**config.mk**
```make
export PLATFORM = sky130hd
export DESIGN_NAME = nand_host_ctrl
export DESIGN_NICKNAME = d
export VERILOG_FILES = /design/src/nand_host_pkg.sv /design/src/nand_host_ctrl.sv
export SDC_FILE = /design/constraint.sdc
export NUM_CORES = 1
export LEC_CHECK = 0
export BUFFER_PORTS_ARGS = -buffer_cell sky130_fd_sc_hd__buf_4
export CAP_MARGIN = 25
export CORE_AREA = 2 2 119 121
export CTS_CLUSTER_DIAMETER = 120
export DETAILED_ROUTE_END_ITERATION = 12
export DIE_AREA = 0 0 121 123
export GPL_ROUTABILITY_DRIVEN = 0
export HOLD_SLACK_MARGIN = 0.1
export PLACE_DENSITY = 0.76
export SETUP_SLACK_MARGIN = 0.05
export SKIP_CTS_REPAIR_TIMING = 1
export SLEW_MARGIN = 20
export SYNTH_ARGS = -nofsm -noshare
export SYNTH_HDL_FRONTEND = slang
export SYNTH_SLANG_ARGS = --single-unit
```
**constraint.sdc**
```tcl
create_clock -name i_mclk -period 3.4 [get_ports i_mclk]
set_clock_uncertainty 0.1 [all_clocks]
set_input_delay 0.34 -clock i_mclk [delete_from_list [all_inputs] [get_ports i_mclk]]
set_output_delay 0.34 -clock i_mclk [all_outputs]
set_load 0.1 [all_outputs]
```
**src/nand_host_pkg.sv**
```systemverilog
/*
  Constants, command bytes, timing counts and carrier types for the
  NAND target command controller.
  Assumes a 100 MHz i_mclk and an asynchronous x8 NAND target on the pins.
*/
// Summary of operation
// - Reset first after power-up, busy 1ms
// - Page load polled by plain status only
// - Reissue parameter page for next copy
// - Set features waits delay, writes four bytes
// - Status mode holds until read mode
// - With correction on, host reads status; the controller only reports the setting on o_ecc_on and reads no status itself
// - Enhanced status barred after reset/ID/config
// - Command latched on write strobe rising edge
package nand_host_pkg;

  // ==========================================================
  // Command and address bytes
  localparam logic [7:0] CMD_RESET = 8'hFF;
  localparam logic [7:0] CMD_READ_ID = 8'h90;
  localparam logic [7:0] CMD_PARAM_PAGE = 8'hEC;
  localparam logic [7:0] CMD_UNIQUE_ID = 8'hED;
  localparam logic [7:0] CMD_GET_FEAT = 8'hEE;
  localparam logic [7:0] CMD_SET_FEAT = 8'hEF;
  localparam logic [7:0] CMD_STATUS = 8'h70;
  localparam logic [7:0] CMD_STATUS_ENH = 8'h78;
  localparam logic [7:0] CMD_READ_MODE = 8'h00;
  localparam logic [7:0] ID_ADDR_SIG = 8'h20;
  localparam logic [7:0] FEAT_ADDR_ECC = 8'h90;
  localparam int ECC_EN_BIT = 0;

  // ==========================================================
  // Transfer lengths in bytes
  localparam logic [7:0] ID_MAKER_LEN = 8'h05;
  localparam logic [7:0] ID_SIG_LEN = 8'h04;
  localparam logic [7:0] UNIQUE_ID_LEN = 8'h10;
  localparam logic [7:0] FEAT_LEN = 8'h04;
  localparam logic [7:0] ROW_ADDR_CYCLES = 8'h03;
  localparam logic [7:0] ONE_BYTE = 8'h01;

  // ==========================================================
  // Timing, in ns or us, and derived cycle counts
  localparam int CLK_MHZ = 100;
  localparam int NS_PER_US = 1000;
  localparam int T_STROBE_NS = 25;
  localparam int T_TURN_NS = 70;
  localparam int T_WB_NS = 100;
  localparam int T_POR_US = 1000;
  localparam int SYNC_LAG = 4;
  localparam logic [7:0] STROBE_CYC =
    8'((T_STROBE_NS * CLK_MHZ + NS_PER_US - 1) / NS_PER_US);
  localparam logic [7:0] W_LAST_CYC = 8'(2 * STROBE_CYC - 1);
  localparam logic [7:0] RD_LOW_CYC = 8'(STROBE_CYC + SYNC_LAG);
  localparam logic [7:0] RD_SAMPLE_CYC = 8'(RD_LOW_CYC - 1);
  localparam logic [7:0] RD_LAST_CYC = 8'(RD_LOW_CYC + STROBE_CYC - 1);
  localparam logic [19:0] TURN_CYC =
    20'((T_TURN_NS * CLK_MHZ + NS_PER_US - 1) / NS_PER_US);
  localparam logic [19:0] WB_CYC =
    20'((T_WB_NS * CLK_MHZ + NS_PER_US - 1) / NS_PER_US);
  localparam int POR_BUSY_CYC = T_POR_US * CLK_MHZ;

  // ==========================================================
  // Carrier types
  typedef enum logic [3:0] {
    OP_RESET, OP_READ_ID, OP_PARAM_PAGE, OP_UNIQUE_ID, OP_GET_FEAT,
    OP_SET_FEAT, OP_STATUS, OP_STATUS_ENH, OP_READ_MODE
  } op_e;

  typedef struct packed {
    op_e op;
    logic [23:0] addr;
    logic [31:0] wdata;
    logic [7:0] rd_len;
  } req_s;

  typedef struct packed {
    logic [7:0] cmd;
    logic [7:0] n_addr;
    logic [7:0] n_wdata;
    logic wait_busy;
    logic [7:0] n_rd;
  } op_info_s;

  typedef struct packed {
    logic ce_n;
    logic cle;
    logic ale;
    logic we_n;
    logic re_n;
    logic [7:0] io_o;
    logic io_oe;
  } pins_s;

endpackage

```
**src/nand_host_ctrl.sv**
```systemverilog
/*
  Host controller for an asynchronous x8 NAND target: reset, ID reads,
  parameter page, unique ID, feature get/set and status commands.
  Assumes one 100 MHz clock, pins synchronised here, one request at a time.
*/
`timescale 1ns/1ps
`default_nettype none
module nand_host_ctrl #(
  parameter int TIMEOUT_CYC = nand_host_pkg::POR_BUSY_CYC
) (
  input wire logic i_mclk,
  input wire logic i_rst,
  input wire logic i_req_valid,
  input wire nand_host_pkg::req_s i_req,
  output logic o_req_ready,
  output nand_host_pkg::pins_s o_pins,
  input wire logic [7:0] i_io,
  input wire logic i_rb_n,
  output logic o_rd_valid,
  output logic [7:0] o_rd_byte,
  output logic o_done,
  output logic o_refused,
  output logic o_timeout,
  output logic o_por_done,
  output logic o_ecc_on
);

  typedef enum logic [3:0] {
    ST_INIT, ST_IDLE, ST_CMD, ST_ADDR, ST_TURN, ST_WDATA, ST_WB, ST_BUSY,
    ST_RDATA
  } state_e;

  localparam logic [19:0] TIMEOUT_LAST = 20'(TIMEOUT_CYC - 1);

  function automatic nand_host_pkg::op_info_s op_decode(
    input nand_host_pkg::req_s r
  );
    nand_host_pkg::op_info_s f;
    f = '0;
    case (r.op)
      nand_host_pkg::OP_RESET: begin
        f.cmd = nand_host_pkg::CMD_RESET;
        f.wait_busy = 1'b1;
      end
      nand_host_pkg::OP_READ_ID: begin
        f.cmd = nand_host_pkg::CMD_READ_ID;
        f.n_addr = nand_host_pkg::ONE_BYTE;
        f.n_rd = (r.addr[7:0] == nand_host_pkg::ID_ADDR_SIG) ?
          nand_host_pkg::ID_SIG_LEN : nand_host_pkg::ID_MAKER_LEN;
      end
      nand_host_pkg::OP_PARAM_PAGE: begin
        f.cmd = nand_host_pkg::CMD_PARAM_PAGE;
        f.n_addr = nand_host_pkg::ONE_BYTE;
        f.wait_busy = 1'b1;
        f.n_rd = r.rd_len;
      end
      nand_host_pkg::OP_UNIQUE_ID: begin
        f.cmd = nand_host_pkg::CMD_UNIQUE_ID;
        f.n_addr = nand_host_pkg::ONE_BYTE;
        f.wait_busy = 1'b1;
        f.n_rd = nand_host_pkg::UNIQUE_ID_LEN;
      end
      nand_host_pkg::OP_GET_FEAT: begin
        f.cmd = nand_host_pkg::CMD_GET_FEAT;
        f.n_addr = nand_host_pkg::ONE_BYTE;
        f.wait_busy = 1'b1;
        f.n_rd = nand_host_pkg::FEAT_LEN;
      end
      nand_host_pkg::OP_SET_FEAT: begin
        f.cmd = nand_host_pkg::CMD_SET_FEAT;
        f.n_addr = nand_host_pkg::ONE_BYTE;
        f.n_wdata = nand_host_pkg::FEAT_LEN;
        f.wait_busy = 1'b1;
      end
      nand_host_pkg::OP_STATUS: begin
        f.cmd = nand_host_pkg::CMD_STATUS;
        f.n_rd = nand_host_pkg::ONE_BYTE;
      end
      nand_host_pkg::OP_STATUS_ENH: begin
        f.cmd = nand_host_pkg::CMD_STATUS_ENH;
        f.n_addr = nand_host_pkg::ROW_ADDR_CYCLES;
        f.n_rd = nand_host_pkg::ONE_BYTE;
      end
      nand_host_pkg::OP_READ_MODE: begin
        f.cmd = nand_host_pkg::CMD_READ_MODE;
        f.n_rd = r.rd_len;
      end
      default: f = '0;
    endcase
    return f;
  endfunction

  // ==========================================================
  // Pin synchronisers
  logic [7:0] io_s1_ff, io_s2_ff;
  logic rb_s1_ff, rb_s2_ff;

  always_ff @(posedge i_mclk) begin
    io_s1_ff <= i_io;
    io_s2_ff <= io_s1_ff;
    rb_s1_ff <= i_rb_n;
    rb_s2_ff <= rb_s1_ff;
  end

  // ==========================================================
  // Sequencer
  state_e state_ff, nxt_state;
  nand_host_pkg::req_s req_ff, nxt_req;
  nand_host_pkg::op_info_s info_ff, nxt_info;
  nand_host_pkg::pins_s pins_ff, nxt_pins;
  logic [7:0] cnt_ff, nxt_cnt;
  logic [7:0] idx_ff, nxt_idx;
  logic [19:0] tmr_ff, nxt_tmr;
  logic [7:0] rd_byte_ff, nxt_rd_byte;
  logic rd_valid_ff, nxt_rd_valid;
  logic done_ff, nxt_done;
  logic refused_ff, nxt_refused;
  logic timeout_ff, nxt_timeout;
  logic por_done_ff, nxt_por_done;
  logic enh_block_ff, nxt_enh_block;
  logic ecc_on_ff, nxt_ecc_on;
  logic fin;

  always_comb begin
    nxt_state = state_ff;
    nxt_req = req_ff;
    nxt_info = info_ff;
    nxt_cnt = cnt_ff + 8'h01;
    nxt_idx = idx_ff;
    nxt_tmr = tmr_ff;
    nxt_rd_byte = rd_byte_ff;
    nxt_rd_valid = 1'b0;
    nxt_done = 1'b0;
    nxt_refused = 1'b0;
    nxt_timeout = 1'b0;
    nxt_por_done = por_done_ff;
    nxt_enh_block = enh_block_ff;
    nxt_ecc_on = ecc_on_ff;
    fin = 1'b0;
    nxt_pins = '0;
    nxt_pins.ce_n = 1'b1;
    nxt_pins.we_n = 1'b1;
    nxt_pins.re_n = 1'b1;
    case (state_ff)
      ST_INIT: begin
        // Power-up reset is forced before any user request
        nxt_req = '0;
        nxt_req.op = nand_host_pkg::OP_RESET;
        nxt_info = op_decode(nxt_req);
        nxt_state = ST_CMD;
        nxt_cnt = '0;
      end
      ST_IDLE: begin
        nxt_cnt = '0;
        if (i_req_valid) begin
          if (i_req.op == nand_host_pkg::OP_STATUS_ENH &&
              (!por_done_ff || enh_block_ff)) begin
            nxt_refused = 1'b1;
          end else begin
            nxt_req = i_req;
            nxt_info = op_decode(i_req);
            nxt_state = ST_CMD;
          end
        end
      end
      ST_CMD: begin
        nxt_pins.ce_n = 1'b0;
        nxt_pins.cle = 1'b1;
        nxt_pins.we_n = (cnt_ff >= nand_host_pkg::STROBE_CYC);
        nxt_pins.io_o = info_ff.cmd;
        nxt_pins.io_oe = 1'b1;
        if (cnt_ff == nand_host_pkg::W_LAST_CYC) begin
          nxt_cnt = '0;
          nxt_idx = '0;
          nxt_tmr = '0;
          if (info_ff.n_addr != '0) begin
            nxt_state = ST_ADDR;
          end else if (info_ff.wait_busy) begin
            nxt_state = ST_WB;
          end else if (info_ff.n_rd != '0) begin
            nxt_state = ST_TURN;
          end else begin
            fin = 1'b1;
          end
        end
      end
      ST_ADDR: begin
        nxt_pins.ce_n = 1'b0;
        nxt_pins.ale = 1'b1;
        nxt_pins.we_n = (cnt_ff >= nand_host_pkg::STROBE_CYC);
        nxt_pins.io_o = req_ff.addr[{idx_ff[1:0], 3'b000} +: 8];
        nxt_pins.io_oe = 1'b1;
        if (cnt_ff == nand_host_pkg::W_LAST_CYC) begin
          nxt_cnt = '0;
          nxt_idx = idx_ff + 8'h01;
          nxt_tmr = '0;
          if (idx_ff == info_ff.n_addr - 8'h01) begin
            nxt_idx = '0;
            if (info_ff.n_wdata == '0 && info_ff.wait_busy) begin
              nxt_state = ST_WB;
            end else begin
              nxt_state = ST_TURN;
            end
          end
        end
      end
      ST_TURN: begin
        // Covers both address-to-data and command-to-read turnaround
        nxt_pins.ce_n = 1'b0;
        nxt_cnt = '0;
        nxt_tmr = tmr_ff + 20'h0_0001;
        if (tmr_ff == nand_host_pkg::TURN_CYC - 20'h0_0001) begin
          nxt_tmr = '0;
          nxt_state = (info_ff.n_wdata != '0) ? ST_WDATA : ST_RDATA;
        end
      end
      ST_WDATA: begin
        nxt_pins.ce_n = 1'b0;
        nxt_pins.we_n = (cnt_ff >= nand_host_pkg::STROBE_CYC);
        nxt_pins.io_o = req_ff.wdata[{idx_ff[1:0], 3'b000} +: 8];
        nxt_pins.io_oe = 1'b1;
        if (cnt_ff == nand_host_pkg::W_LAST_CYC) begin
          nxt_cnt = '0;
          nxt_idx = idx_ff + 8'h01;
          if (idx_ff == info_ff.n_wdata - 8'h01) begin
            nxt_idx = '0;
            nxt_tmr = '0;
            nxt_state = ST_WB;
          end
        end
      end
      ST_WB: begin
        // Busy line may lag the last strobe; wait before trusting it
        nxt_pins.ce_n = 1'b0;
        nxt_cnt = '0;
        nxt_tmr = tmr_ff + 20'h0_0001;
        if (tmr_ff == nand_host_pkg::WB_CYC - 20'h0_0001) begin
          nxt_tmr = '0;
          nxt_state = ST_BUSY;
        end
      end
      ST_BUSY: begin
        // No other command is sent while the target is busy
        nxt_pins.ce_n = 1'b0;
        nxt_cnt = '0;
        nxt_tmr = tmr_ff + 20'h0_0001;
        if (rb_s2_ff) begin
          nxt_idx = '0;
          if (info_ff.n_rd != '0) begin
            nxt_state = ST_RDATA;
          end else begin
            fin = 1'b1;
          end
        end else if (tmr_ff == TIMEOUT_LAST) begin
          nxt_timeout = 1'b1;
          fin = 1'b1;
        end
      end
      ST_RDATA: begin
        nxt_pins.ce_n = 1'b0;
        nxt_pins.re_n = (cnt_ff >= nand_host_pkg::RD_LOW_CYC);
        if (cnt_ff == nand_host_pkg::RD_SAMPLE_CYC) begin
          nxt_rd_byte = io_s2_ff;
          nxt_rd_valid = 1'b1;
        end
        if (cnt_ff == nand_host_pkg::RD_LAST_CYC) begin
          nxt_cnt = '0;
          nxt_idx = idx_ff + 8'h01;
          if (idx_ff == info_ff.n_rd - 8'h01) begin
            fin = 1'b1;
          end
        end
      end
      default: begin
        nxt_state = ST_IDLE;
      end
    endcase
    if (fin) begin
      nxt_state = ST_IDLE;
      nxt_done = 1'b1;
      nxt_cnt = '0;
      nxt_pins.ce_n = 1'b1;
      case (req_ff.op)
        nand_host_pkg::OP_RESET: begin
          nxt_por_done = 1'b1;
          nxt_enh_block = 1'b1;
        end
        nand_host_pkg::OP_READ_ID, nand_host_pkg::OP_PARAM_PAGE,
        nand_host_pkg::OP_UNIQUE_ID, nand_host_pkg::OP_GET_FEAT: begin
          nxt_enh_block = 1'b1;
        end
        nand_host_pkg::OP_SET_FEAT: begin
          nxt_enh_block = 1'b1;
          if (req_ff.addr[7:0] == nand_host_pkg::FEAT_ADDR_ECC) begin
            nxt_ecc_on = req_ff.wdata[nand_host_pkg::ECC_EN_BIT];
          end
        end
        nand_host_pkg::OP_STATUS: begin
          nxt_enh_block = 1'b0;
        end
        default: begin
          nxt_enh_block = enh_block_ff;
        end
      endcase
    end
  end

  always_ff @(posedge i_mclk) begin
    if (i_rst) begin
      state_ff <= ST_INIT;
      req_ff <= '0;
      info_ff <= '0;
      pins_ff <= '{ce_n: 1'b1, cle: 1'b0, ale: 1'b0, we_n: 1'b1,
                   re_n: 1'b1, io_o: 8'h00, io_oe: 1'b0};
      cnt_ff <= '0;
      idx_ff <= '0;
      tmr_ff <= '0;
      rd_byte_ff <= '0;
      rd_valid_ff <= 1'b0;
      done_ff <= 1'b0;
      refused_ff <= 1'b0;
      timeout_ff <= 1'b0;
      por_done_ff <= 1'b0;
      enh_block_ff <= 1'b0;
      ecc_on_ff <= 1'b0;
    end else begin
      state_ff <= nxt_state;
      req_ff <= nxt_req;
      info_ff <= nxt_info;
      pins_ff <= nxt_pins;
      cnt_ff <= nxt_cnt;
      idx_ff <= nxt_idx;
      tmr_ff <= nxt_tmr;
      rd_byte_ff <= nxt_rd_byte;
      rd_valid_ff <= nxt_rd_valid;
      done_ff <= nxt_done;
      refused_ff <= nxt_refused;
      timeout_ff <= nxt_timeout;
      por_done_ff <= nxt_por_done;
      enh_block_ff <= nxt_enh_block;
      ecc_on_ff <= nxt_ecc_on;
    end
  end

  assign o_req_ready = (state_ff == ST_IDLE);
  assign o_pins = pins_ff;
  assign o_rd_valid = rd_valid_ff;
  assign o_rd_byte = rd_byte_ff;
  assign o_done = done_ff;
  assign o_refused = refused_ff;
  assign o_timeout = timeout_ff;
  assign o_por_done = por_done_ff;
  assign o_ecc_on = ecc_on_ff;

endmodule
`default_nettype wire

```
### Word level (Yosys, flattened, before mapping)

Index checks and enable logic that the tools add are counted.

| word-level totals | value |
|---|---|
| output and inout port bits | 29 |
| bits in registers | 180 |
| memories kept | 0 |
| latch bits | 0 |
| ROM bits | 0 |
| RAM bits | 0 |
| input bits | 80 |

| operators by class | value |
|---|---|
| reductions and logical operators | 38 |
| bitwise gates (word level) | 5 |
| mux-type cells | 64 |
| equality and inequality tests | 60 |
| multiply operators | 0 |
| divide/modulo/power cells | 0 |
| shift operators | 2 |
| $add $sub $neg | 6 |
| order comparisons | 2 |

Operator list:

| cell | count |
|---|---|
| $mux W68 | 2 |
| $pmux W68 S2 | 1 |
| $mux W20 | 5 |
| $pmux W20 S5 | 1 |
| $pmux W8 S5 | 2 |
| $mux W8 | 9 |
| $mux W33 | 2 |
| $pmux W33 S2 | 1 |
| $pmux W8 S8 | 1 |
| $mux W4 | 15 |
| $eq A4 B3 Y1 const B | 11 |
| $pmux W4 S9 | 1 |
| $shiftx A32 B6 Y8 | 1 |
| $ne A3 B3 Y1 const B | 10 |
| $pmux W9 S3 | 1 |
| $ne A2 B2 Y1 const B | 13 |
| $reduce_and A13 Y1 | 2 |
| $eq A4 B2 Y1 const B | 6 |
| $eq A8 B8 Y1 | 3 |
| $pmux W8 S3 | 1 |
| $reduce_bool A8 Y1 | 3 |
| $shiftx A24 B6 Y8 | 1 |
| $sub A8 B1 Y8 const B | 3 |
| $add A20 B1 Y20 const B | 1 |
| other kinds (39) | 81 |

### Longest topological paths before layout

Gate-level depths: netlist of run 1.

| depth | value |
|---|---|
| depth after elaboration | 8 |
| mapped depth | 12 |
| gate-level depth less buffers | 9 |

### Worst setup path after synthesis of run 1

Ideal clock, no wire load.

| path | value |
|---|---|
| path type | reg-to-reg |
| from | register state_ff[0] |
| to | register info_ff[1] in the netlist's numbering |
| library setup time | 0.067 ns |
| data required time | 3.233 ns |
| data arrival time | 3.275 ns |
| period minus slack after synthesis | 3.441 ns |
| setup slack | -0.041 ns |
| cell stages (with the launch flop) | 8 |
| path through | dfxtp_1 clkbuf_1 nand2b_1 nor3_2 nand3_1 nor4_1 a22oi_1 nor2_1 |

| between the ends | value |
|---|---|
| cells in the longest elaborated chain, start to end | 3 |
| elaborated cells between the ends (all ways) | 7 |
| classes of those cells | eq/ne: 3; mux: 1; reduce/logical: 3 |

Ends and longest elaborated chain:

| element | line | source |
|---|---|---|
| start: declaration | nand_host_ctrl.sv:107 | `state_e state_ff, nxt_state;` |
| start signal: assignment | nand_host_ctrl.sv:327 | `state_ff <= nxt_state;` |
| $eq A4 B1 Y1 (*) | - |  |
| via o_req_ready | nand_host_ctrl.sv:15 | `output logic o_req_ready,` |
| $ne A2 B2 Y1 (no source line) or $reduce_bool A2 Y1 (tied branches) | - |  |
| $reduce_and A3 Y1 (no source line) | - |  |
| end signal: assignment | nand_host_ctrl.sv:329 | `info_ff <= nxt_info;` |
| end: declaration | nand_host_ctrl.sv:109 | `nand_host_pkg::op_info_s info_ff, nxt_info;` |

Mark *: on every way through the listed nets, which the timed path passes. The rest lies on a longest branch.
A chain may end at the register's enable or synchronous reset.

### Worst setup path after layout of run 1

| path | value |
|---|---|
| from | register tmr_ff[0] |
| to | register ecc_on_ff (netlist: o_ecc_on) |

| between the ends | value |
|---|---|
| cells in the longest elaborated chain, start to end | 5 |

Ends and longest elaborated chain:

| element | line | source |
|---|---|---|
| start: declaration | nand_host_ctrl.sv:113 | `logic [19:0] tmr_ff, nxt_tmr;` |
| start signal: assignment | nand_host_ctrl.sv:333 | `tmr_ff <= nxt_tmr;` |
| $eq A20 B17 Y1 | nand_host_ctrl.sv:254 | `end else if (tmr_ff == TIMEOUT_LAST) begin` |
| $mux W1 | nand_host_ctrl.sv:254 |  |
| $mux W1 | nand_host_ctrl.sv:247 | `if (rb_s2_ff) begin` |
| $pmux W1 S3 | nand_host_ctrl.sv:144 | `case (state_ff)` |
| $reduce_and A3 Y1 (no source line) | - |  |
| end signal: assignment | nand_host_ctrl.sv:341 | `ecc_on_ff <= nxt_ecc_on;` |
| end: declaration | nand_host_ctrl.sv:121 | `logic ecc_on_ff, nxt_ecc_on;` |

No other way between the ends.

==> results of run 1 <==
registers in the layout, summed over array words and instances (netlist names):
| name | cells |
|---|---|
| cnt_ff | 8 |
| enh_block_ff | 1 |
| idx_ff | 8 |
| info_ff | 19 |
| io_s1_ff | 8 |
| io_s2_ff | 8 |
| o_done | 1 |
| o_ecc_on | 1 |
| o_pins | 14 |
| o_por_done | 1 |
| o_rd_byte | 8 |
| o_rd_valid | 1 |
| o_refused | 1 |
| o_timeout | 1 |
| rb_s1_ff | 1 |
| rb_s2_ff | 1 |
| req_ff | 60 |
| state_ff | 4 |
| tmr_ff | 20 |
power groups by stage:
stage / Combinational, uW / Clock (uW) / Sequential (uW)
after floorplan: 539 / 0 / 2300
after global placement: 994 / 0 / 2130
after detailed placement: 991 / 0 / 2130
after CTS: 1000 / 2000 / 2090
after global routing: 1130 / 2090 / 2100
final: 1050 / 1980 / 2090
per-stage QoR:
step	cell area, um^2	cells	power [uW]	hold WS, ps
2_1_floorplan	7370	821	2840	210
3_3_place_gp	8250	1064	3130	211
3_5_place_dp	8250	1064	3120	212
4_1_cts	8850	1096	5090	-96.2
5_1_grt	9330	1143	5320	102
6_report	9330	1143	5120	56.9
final cells by class:
cell class	count	area [um^2]	share of cell area (%)
inverters	15	56.3	0.604
clock buffers	17	425	4.56
flip-flops and latches	166	3320	35.6
clock inverters	15	180	1.93
multi-input cells	582	3710	39.8
repair buffers	168	1400	15.1
well taps	180	225	2.42
final timing paths:
path / start / to / slack, ps
min reg2reg: io_s1_ff[1] / io_s2_ff[1] / 230
max: tmr_ff[0] / o_ecc_on / 490
max reg2reg: tmr_ff[0] / o_ecc_on / 490
min: i_req[6] / info_ff[6] / 60
metal layers:
layer  part of all wire (%)  wire, um
met5                      0         0
met4                    1.4       257
met3                    6.9      1290
met2                     49      9250
met1                     43      8060
cells by family after synthesis:
kind of cell / count (synthesis) / synth area share, %
xor gates and xnor gates: 39 / 4.64
and+or+nand+nor: 326 / 21.8
AOI/OAI and AO/OA: 180 / 17.1
muxes: 28 / 5.18
adders and majority gates: 9 / 1.53
DFF: 166 / 45.1
buffers and inverters: 73 / 4.62
layout by cell type (no fill, tap or decap), types with 7 or more instances in the layout:
cell type,Yosys,final
sky130_fd_sc_hd__nand2b_1,9,9
sky130_fd_sc_hd__nor3_1,18,18
sky130_fd_sc_hd__buf_4,1,119
sky130_fd_sc_hd__nand3_1,21,20
sky130_fd_sc_hd__nor4_1,10,10
sky130_fd_sc_hd__nand4_1,15,15
sky130_fd_sc_hd__o221ai_1,8,8
sky130_fd_sc_hd__a211oi_1,7,7
sky130_fd_sc_hd__mux2i_1,19,19
sky130_fd_sc_hd__nor2_1,143,143
sky130_fd_sc_hd__mux4_2,8,8
sky130_fd_sc_hd__nor2b_1,7,7
sky130_fd_sc_hd__and3_1,8,7
sky130_fd_sc_hd__o21ai_0,26,26
sky130_fd_sc_hd__clkbuf_16,0,17
sky130_fd_sc_hd__nand2_1,53,53
sky130_fd_sc_hd__xnor2_1,16,16
sky130_fd_sc_hd__a22oi_1,66,66
sky130_fd_sc_hd__ha_1,9,9
sky130_fd_sc_hd__inv_1,15,15
sky130_fd_sc_hd__xor2_1,23,23
sky130_fd_sc_hd__dfxtp_1,166,166
sky130_fd_sc_hd__a21oi_1,34,34
sky130_fd_sc_hd__dlygate4sd3_1,0,47
synthesized netlist by cell type (6+ instances only):
cell type                    n  share of area (%)
sky130_fd_sc_hd__dfxtp_1   166                 45
sky130_fd_sc_hd__nor2_1    143                7.3
sky130_fd_sc_hd__a22oi_1    66                6.7
sky130_fd_sc_hd__nand2_1    53                2.7
sky130_fd_sc_hd__clkbuf_1   45                2.3
sky130_fd_sc_hd__a21oi_1    34                2.3
sky130_fd_sc_hd__o21ai_0    26                1.8
sky130_fd_sc_hd__xor2_1     23                2.7
sky130_fd_sc_hd__nand3_1    21                1.4
sky130_fd_sc_hd__mux2i_1    19                2.6
sky130_fd_sc_hd__nor3_1     18                1.2
sky130_fd_sc_hd__xnor2_1    16                1.9
sky130_fd_sc_hd__inv_1      15               0.76
sky130_fd_sc_hd__nand4_1    15                1.3
sky130_fd_sc_hd__nor4_1     10               0.85
sky130_fd_sc_hd__ha_1        9                1.5
sky130_fd_sc_hd__nand2b_1    9               0.76
sky130_fd_sc_hd__and3_1      8               0.68
sky130_fd_sc_hd__mux4_2      8                2.4
sky130_fd_sc_hd__o221ai_1    8               0.95
sky130_fd_sc_hd__a211oi_1    7               0.71
sky130_fd_sc_hd__nor2b_1     7               0.59
sky130_fd_sc_hd__o211ai_1    6               0.61
sky130_fd_sc_hd__or3_1       6               0.51
worst max-delay path: cells and delay by family, from the launching register on:
family                   cells  cell delay (ps)
AND/OR/NAND/NOR              3             1300
flip-flops                   1              430
adder cells (fa/ha/maj)      1              200
AO/OA/AOI/OAI                4              810
==> impl_metrics.ini, run 1 <==
[power_and_ir_drop]
leakagePower_uw = 0.00361
pwr-share-clk_pct = 38.6
total_switching_power_uw = 1640
switching_share_pct = 32.0
combinationalPowerShare_pct = 20.5
power.internal_uw = 3480
power_frac_seq_pct = 40.9
peakVddDrop_uv = 453
power_density_mw_per_mm2 = 549

[detailed_routing]
post_route_wl_mm = 18.9
vias = 6585
drt-pass1-iter-count = 7
ant_nets = 0
drt_first_iter_violations = 555
routed_wire_length_per_instance_um = 16.5
detail_route.vias_per_cell = 5.76
remaining_drc_errors = 0

[logic_synthesis]
syn_area_mm2 = 0.00736
netlist_instances = 821
synth.yosys.warnings = 0
number_of_enable_flip_flop_cells_after_synthesis = 0
async_reset_ff_share_pct = 0
syn_avg_cell_area_um2 = 8.97
yosys.cell_types.count = 74
share_of_the_yosys_chip_area_belonging_to_registers_pct = 45.1
synth_seq_cells = 166
synth_top_flop_cell = sky130_fd_sc_hd__dfxtp_1
syn_nets = 910

[clock_tree]
clk_pin_slew_ps = 70
cts_bufs_inserted = 17
tritoncts = yes
cts-root-buf = sky130_fd_sc_hd__clkbuf_16
clkSinkCount = 166
htree_num_levels = 4
clock_path_buffers = 2
clkLatencyLatePin_ps = 420

[floorplan]
floorplan.core_area_mm2 = 0.0136
dieArea_mm2 = 0.0149
dieHeight_um = 123
floorplan.io_pins = 109
start_util_pct = 54.1
chipWidth_um = 121
num_rows = 43

[timing]
finalWorstSetupSlack_ps = 492
post-route-min-period_ps = 2910
tns_ps = 0
worstMarginPinSlew_ps = 777
report.final.slew_viol_count = 0
relSlewSlack_pct = 47.7
rsz_0062_raised_after_global_routing = false
hold_viol = 0
post-route-period-util_pct = 85.5
max_clock_freq_ghz = 0.344
setup_violations = 0

[setup_path]
crit_path_start_kind = register
worst_ep_required_time_ps = 3640
timing_worst_setup_path_type = register to register
cp_data_arrival_time_ps = 3150
worst_path_max_delay_cell = sky130_fd_sc_hd__or4_1
worstRegToRegCells = 8
cp-end-kind = register
critical_path.max_stage_delay_ps = 560
timing.critical_path.fanout_max = 6
cp_cell_sequence = ha_1 -> nand3_1 -> or4_1 -> o2bb2a_1 -> o22ai_1 -> a31oi_1 -> or4b_1 -> a21oi_1

[place]
portBuffers = 108
place.detailed.hpwl_mm = 12.1
dp_worst_setup_slack_ps = 509

[final_layout]
final_util_pct = 68.5
area_growth_syn_to_layout_pct = 26.7
nets_finish = 1039
num_antenna_cells = 0
drive_gt1_share_pct = 19.3
n_fill_cell = 1062

[hold_path]
timing.hold.worst_path_depth = 3
worst_hold_path_type = input pin to register

[status]
run_status = completed

[global_routing]
met1_usage_pct = 34.0
overflow = 0
grt_max_degree = 73
gr-max-usage-layer = met2
use_met2_pct = 40.9
grt_first_pass_wirelength_mm = 30.1
antenna_found_initial = 0
grt_pass1_vias = 5982
met3_usage_pct = 6.09
groute.usage.overall_pct = 25.4

[job]
cap_viol_max_count = 0
(Power assumes the default switching activity.)
==> run 2: changes to the inputs <==
==> constraint.sdc (replaced) <==
create_clock -name i_mclk -period 3.4 [get_ports i_mclk]
set_clock_uncertainty 0.1 [all_clocks]
set_input_delay 0.68 -clock i_mclk [delete_from_list [all_inputs] [get_ports i_mclk]]
set_output_delay 0.68 -clock i_mclk [all_outputs]
set_load 0.1 [all_outputs]
==> impl_metrics.ini, run 2 (synthesis results as in run 1) <==
[floorplan]
dieArea_mm2 = 0.0149
dieHeight_um = 123
floorplan.io_pins = 109
start_util_pct = 54.1
num_rows = 43
floorplan.core_area_mm2 = 0.0136
chipWidth_um = 121

[timing]
tns_ps = 0
post-route-min-period_ps = 2960
setup_violations = 0
relSlewSlack_pct = 48.6
post-route-period-util_pct = 86.9
rsz_0062_raised_after_global_routing = false
worstMarginPinSlew_ps = 771
max_clock_freq_ghz = 0.338
hold_viol = 0
finalWorstSetupSlack_ps = 444
report.final.slew_viol_count = 0

[final_layout]
layout_common_cells = sky130_fd_sc_hd__dfxtp_1 (166), sky130_fd_sc_hd__nor2_1 (143), sky130_fd_sc_hd__buf_4 (119)
num_antenna_cells = 0
area_growth_syn_to_layout_pct = 20.0
final_area_mm2 = 0.00883
drive_gt1_share_pct = 20.3
nets_finish = 992
top_register = req_ff
largest_register_ff_count = 60
biggestRegsByFlops = req_ff: 60 flops, tmr_ff: 20 flops, info_ff: 19 flops
layout_commonest_cell = sky130_fd_sc_hd__dfxtp_1
stdcell_count = 1096

[setup_path]
timing.critical_path.fanout_max = 18
regToRegSetupSlack_ps = 440
worst_r2r_startpoint = state_ff[2]
cp_data_arrival_time_ps = 3210
worstRegToRegCells = 7
crit_path_start_kind = register
worst_ep_required_time_ps = 3660
crit-reg2reg-capture = cnt_ff[4]
timing_worst_setup_path_type = register to register
cp-end-kind = register

[global_routing]
grt_max_degree = 74
use_met2_pct = 41.0
met3_usage_pct = 6.96
grt_first_pass_wirelength_mm = 29.5
groute.usage.overall_pct = 25.1
grt_pass1_vias = 5902
overflow = 0
met1_usage_pct = 32.1
antenna_found_initial = 0
gr-max-usage-layer = met2

[clock_tree]
tritoncts = yes
clkLatencyLatePin_ps = 430
clkSinkCount = 166
clk_pin_slew_ps = 70
cts-root-buf = sky130_fd_sc_hd__clkbuf_16
cts_bufs_inserted = 17
htree_num_levels = 4
clock_path_buffers = 2

[power_and_ir_drop]
leakagePower_uw = 0.00341
power_density_mw_per_mm2 = 566
post-layout-total-power_uw = 4990
peakVddDrop_uv = 607

[status]
run_status = completed

[job]
cap_viol_max_count = 0

[place]
placed_area_mm2 = 0.00825
place.detailed.hpwl_mm = 12.3
dp_worst_setup_slack_ps = 537
portBuffers = 108
post-place-cells = 1064

[detailed_routing]
detail_route.vias_per_cell = 5.80
remaining_drc_errors = 0
drt_first_iter_violations = 523
drt-pass1-iter-count = 5
routed_wire_length_per_instance_um = 16.6
post_route_wl_mm = 18.2
vias = 6352
ant_nets = 0

[hold_path]
holdPathEnd = io_s2_ff[5]
timing.hold.worst_path_depth = 0
hold_start = io_s1_ff[5]
worst_hold_path_type = register to register
==> run 2: changes by cell type in the layout (fill, tap and decap cells not counted), sizes merged <==
cell         previous run  this run
inv                    25        24
dlygate4sd3            47         0
clkinv                  1         3
bufinv                  2         1
==> run 2: layer usage <==
metal  part of all wire [%]  vias to the layer above
met5                      0                        -
li1                       -                     3102
met2                     48                      219
met4                    1.9                        0
met1                     43                     3003
met3                    6.6                       28
==> run 2: through the flow <==
stage,util (%),hold WS (ps)
3_5_place_dp,60.6,212
5_1_grt,64.9,231
4_1_cts,64.9,228
3_3_place_gp,60.6,210
2_1_floorplan,-,210
6_report,64.9,227
==> run 2: power breakdown <==
part | total [uW] | switching, uW | internal (uW)
sequential | 2080 | 51.8 | 2030
combinational | 1010 | 718 | 297
clock | 1900 | 858 | 1040
total | 4990 | 1630 | 3370
==> run 2: critical path, stage by stage (launching register included) <==
cell,delay (ps)
sky130_fd_sc_hd__dfxtp_1,730
sky130_fd_sc_hd__inv_1,240
sky130_fd_sc_hd__nand4_1,270
sky130_fd_sc_hd__nor4_1,120
sky130_fd_sc_hd__and4_1,230
sky130_fd_sc_hd__a31oi_1,300
sky130_fd_sc_hd__or4b_2,750
sky130_fd_sc_hd__nor2_1,160
==> run 2: area by class of cell <==
cell class	count	area (um^2)
sequential	166	3320
timing repair buffer	121	933
inverter	15	56.3
multi-input combinational	582	3710
clock buffer	17	425
fill	1157	4780
tap	180	225
clock inverter	15	158
==> run 2: worst max-delay path by stage <==
| stage | slack (ps) | from | to | depth (start not counted) |
|---|---|---|---|---|
| 4_1_cts | 500 | tmr_ff[1] | o_ecc_on | 9 |
| 2_1_floorplan | 530 | state_ff[0] | info_ff[1] | 7 |
| 6_report | 440 | state_ff[2] | cnt_ff[4] | 7 |
| 3_3_place_gp | 580 | idx_ff[2] | state_ff[2] | 7 |
| 3_5_place_dp | 540 | tmr_ff[1] | o_ecc_on | 9 |
| 5_1_grt | 300 | state_ff[2] | cnt_ff[3] | 7 |
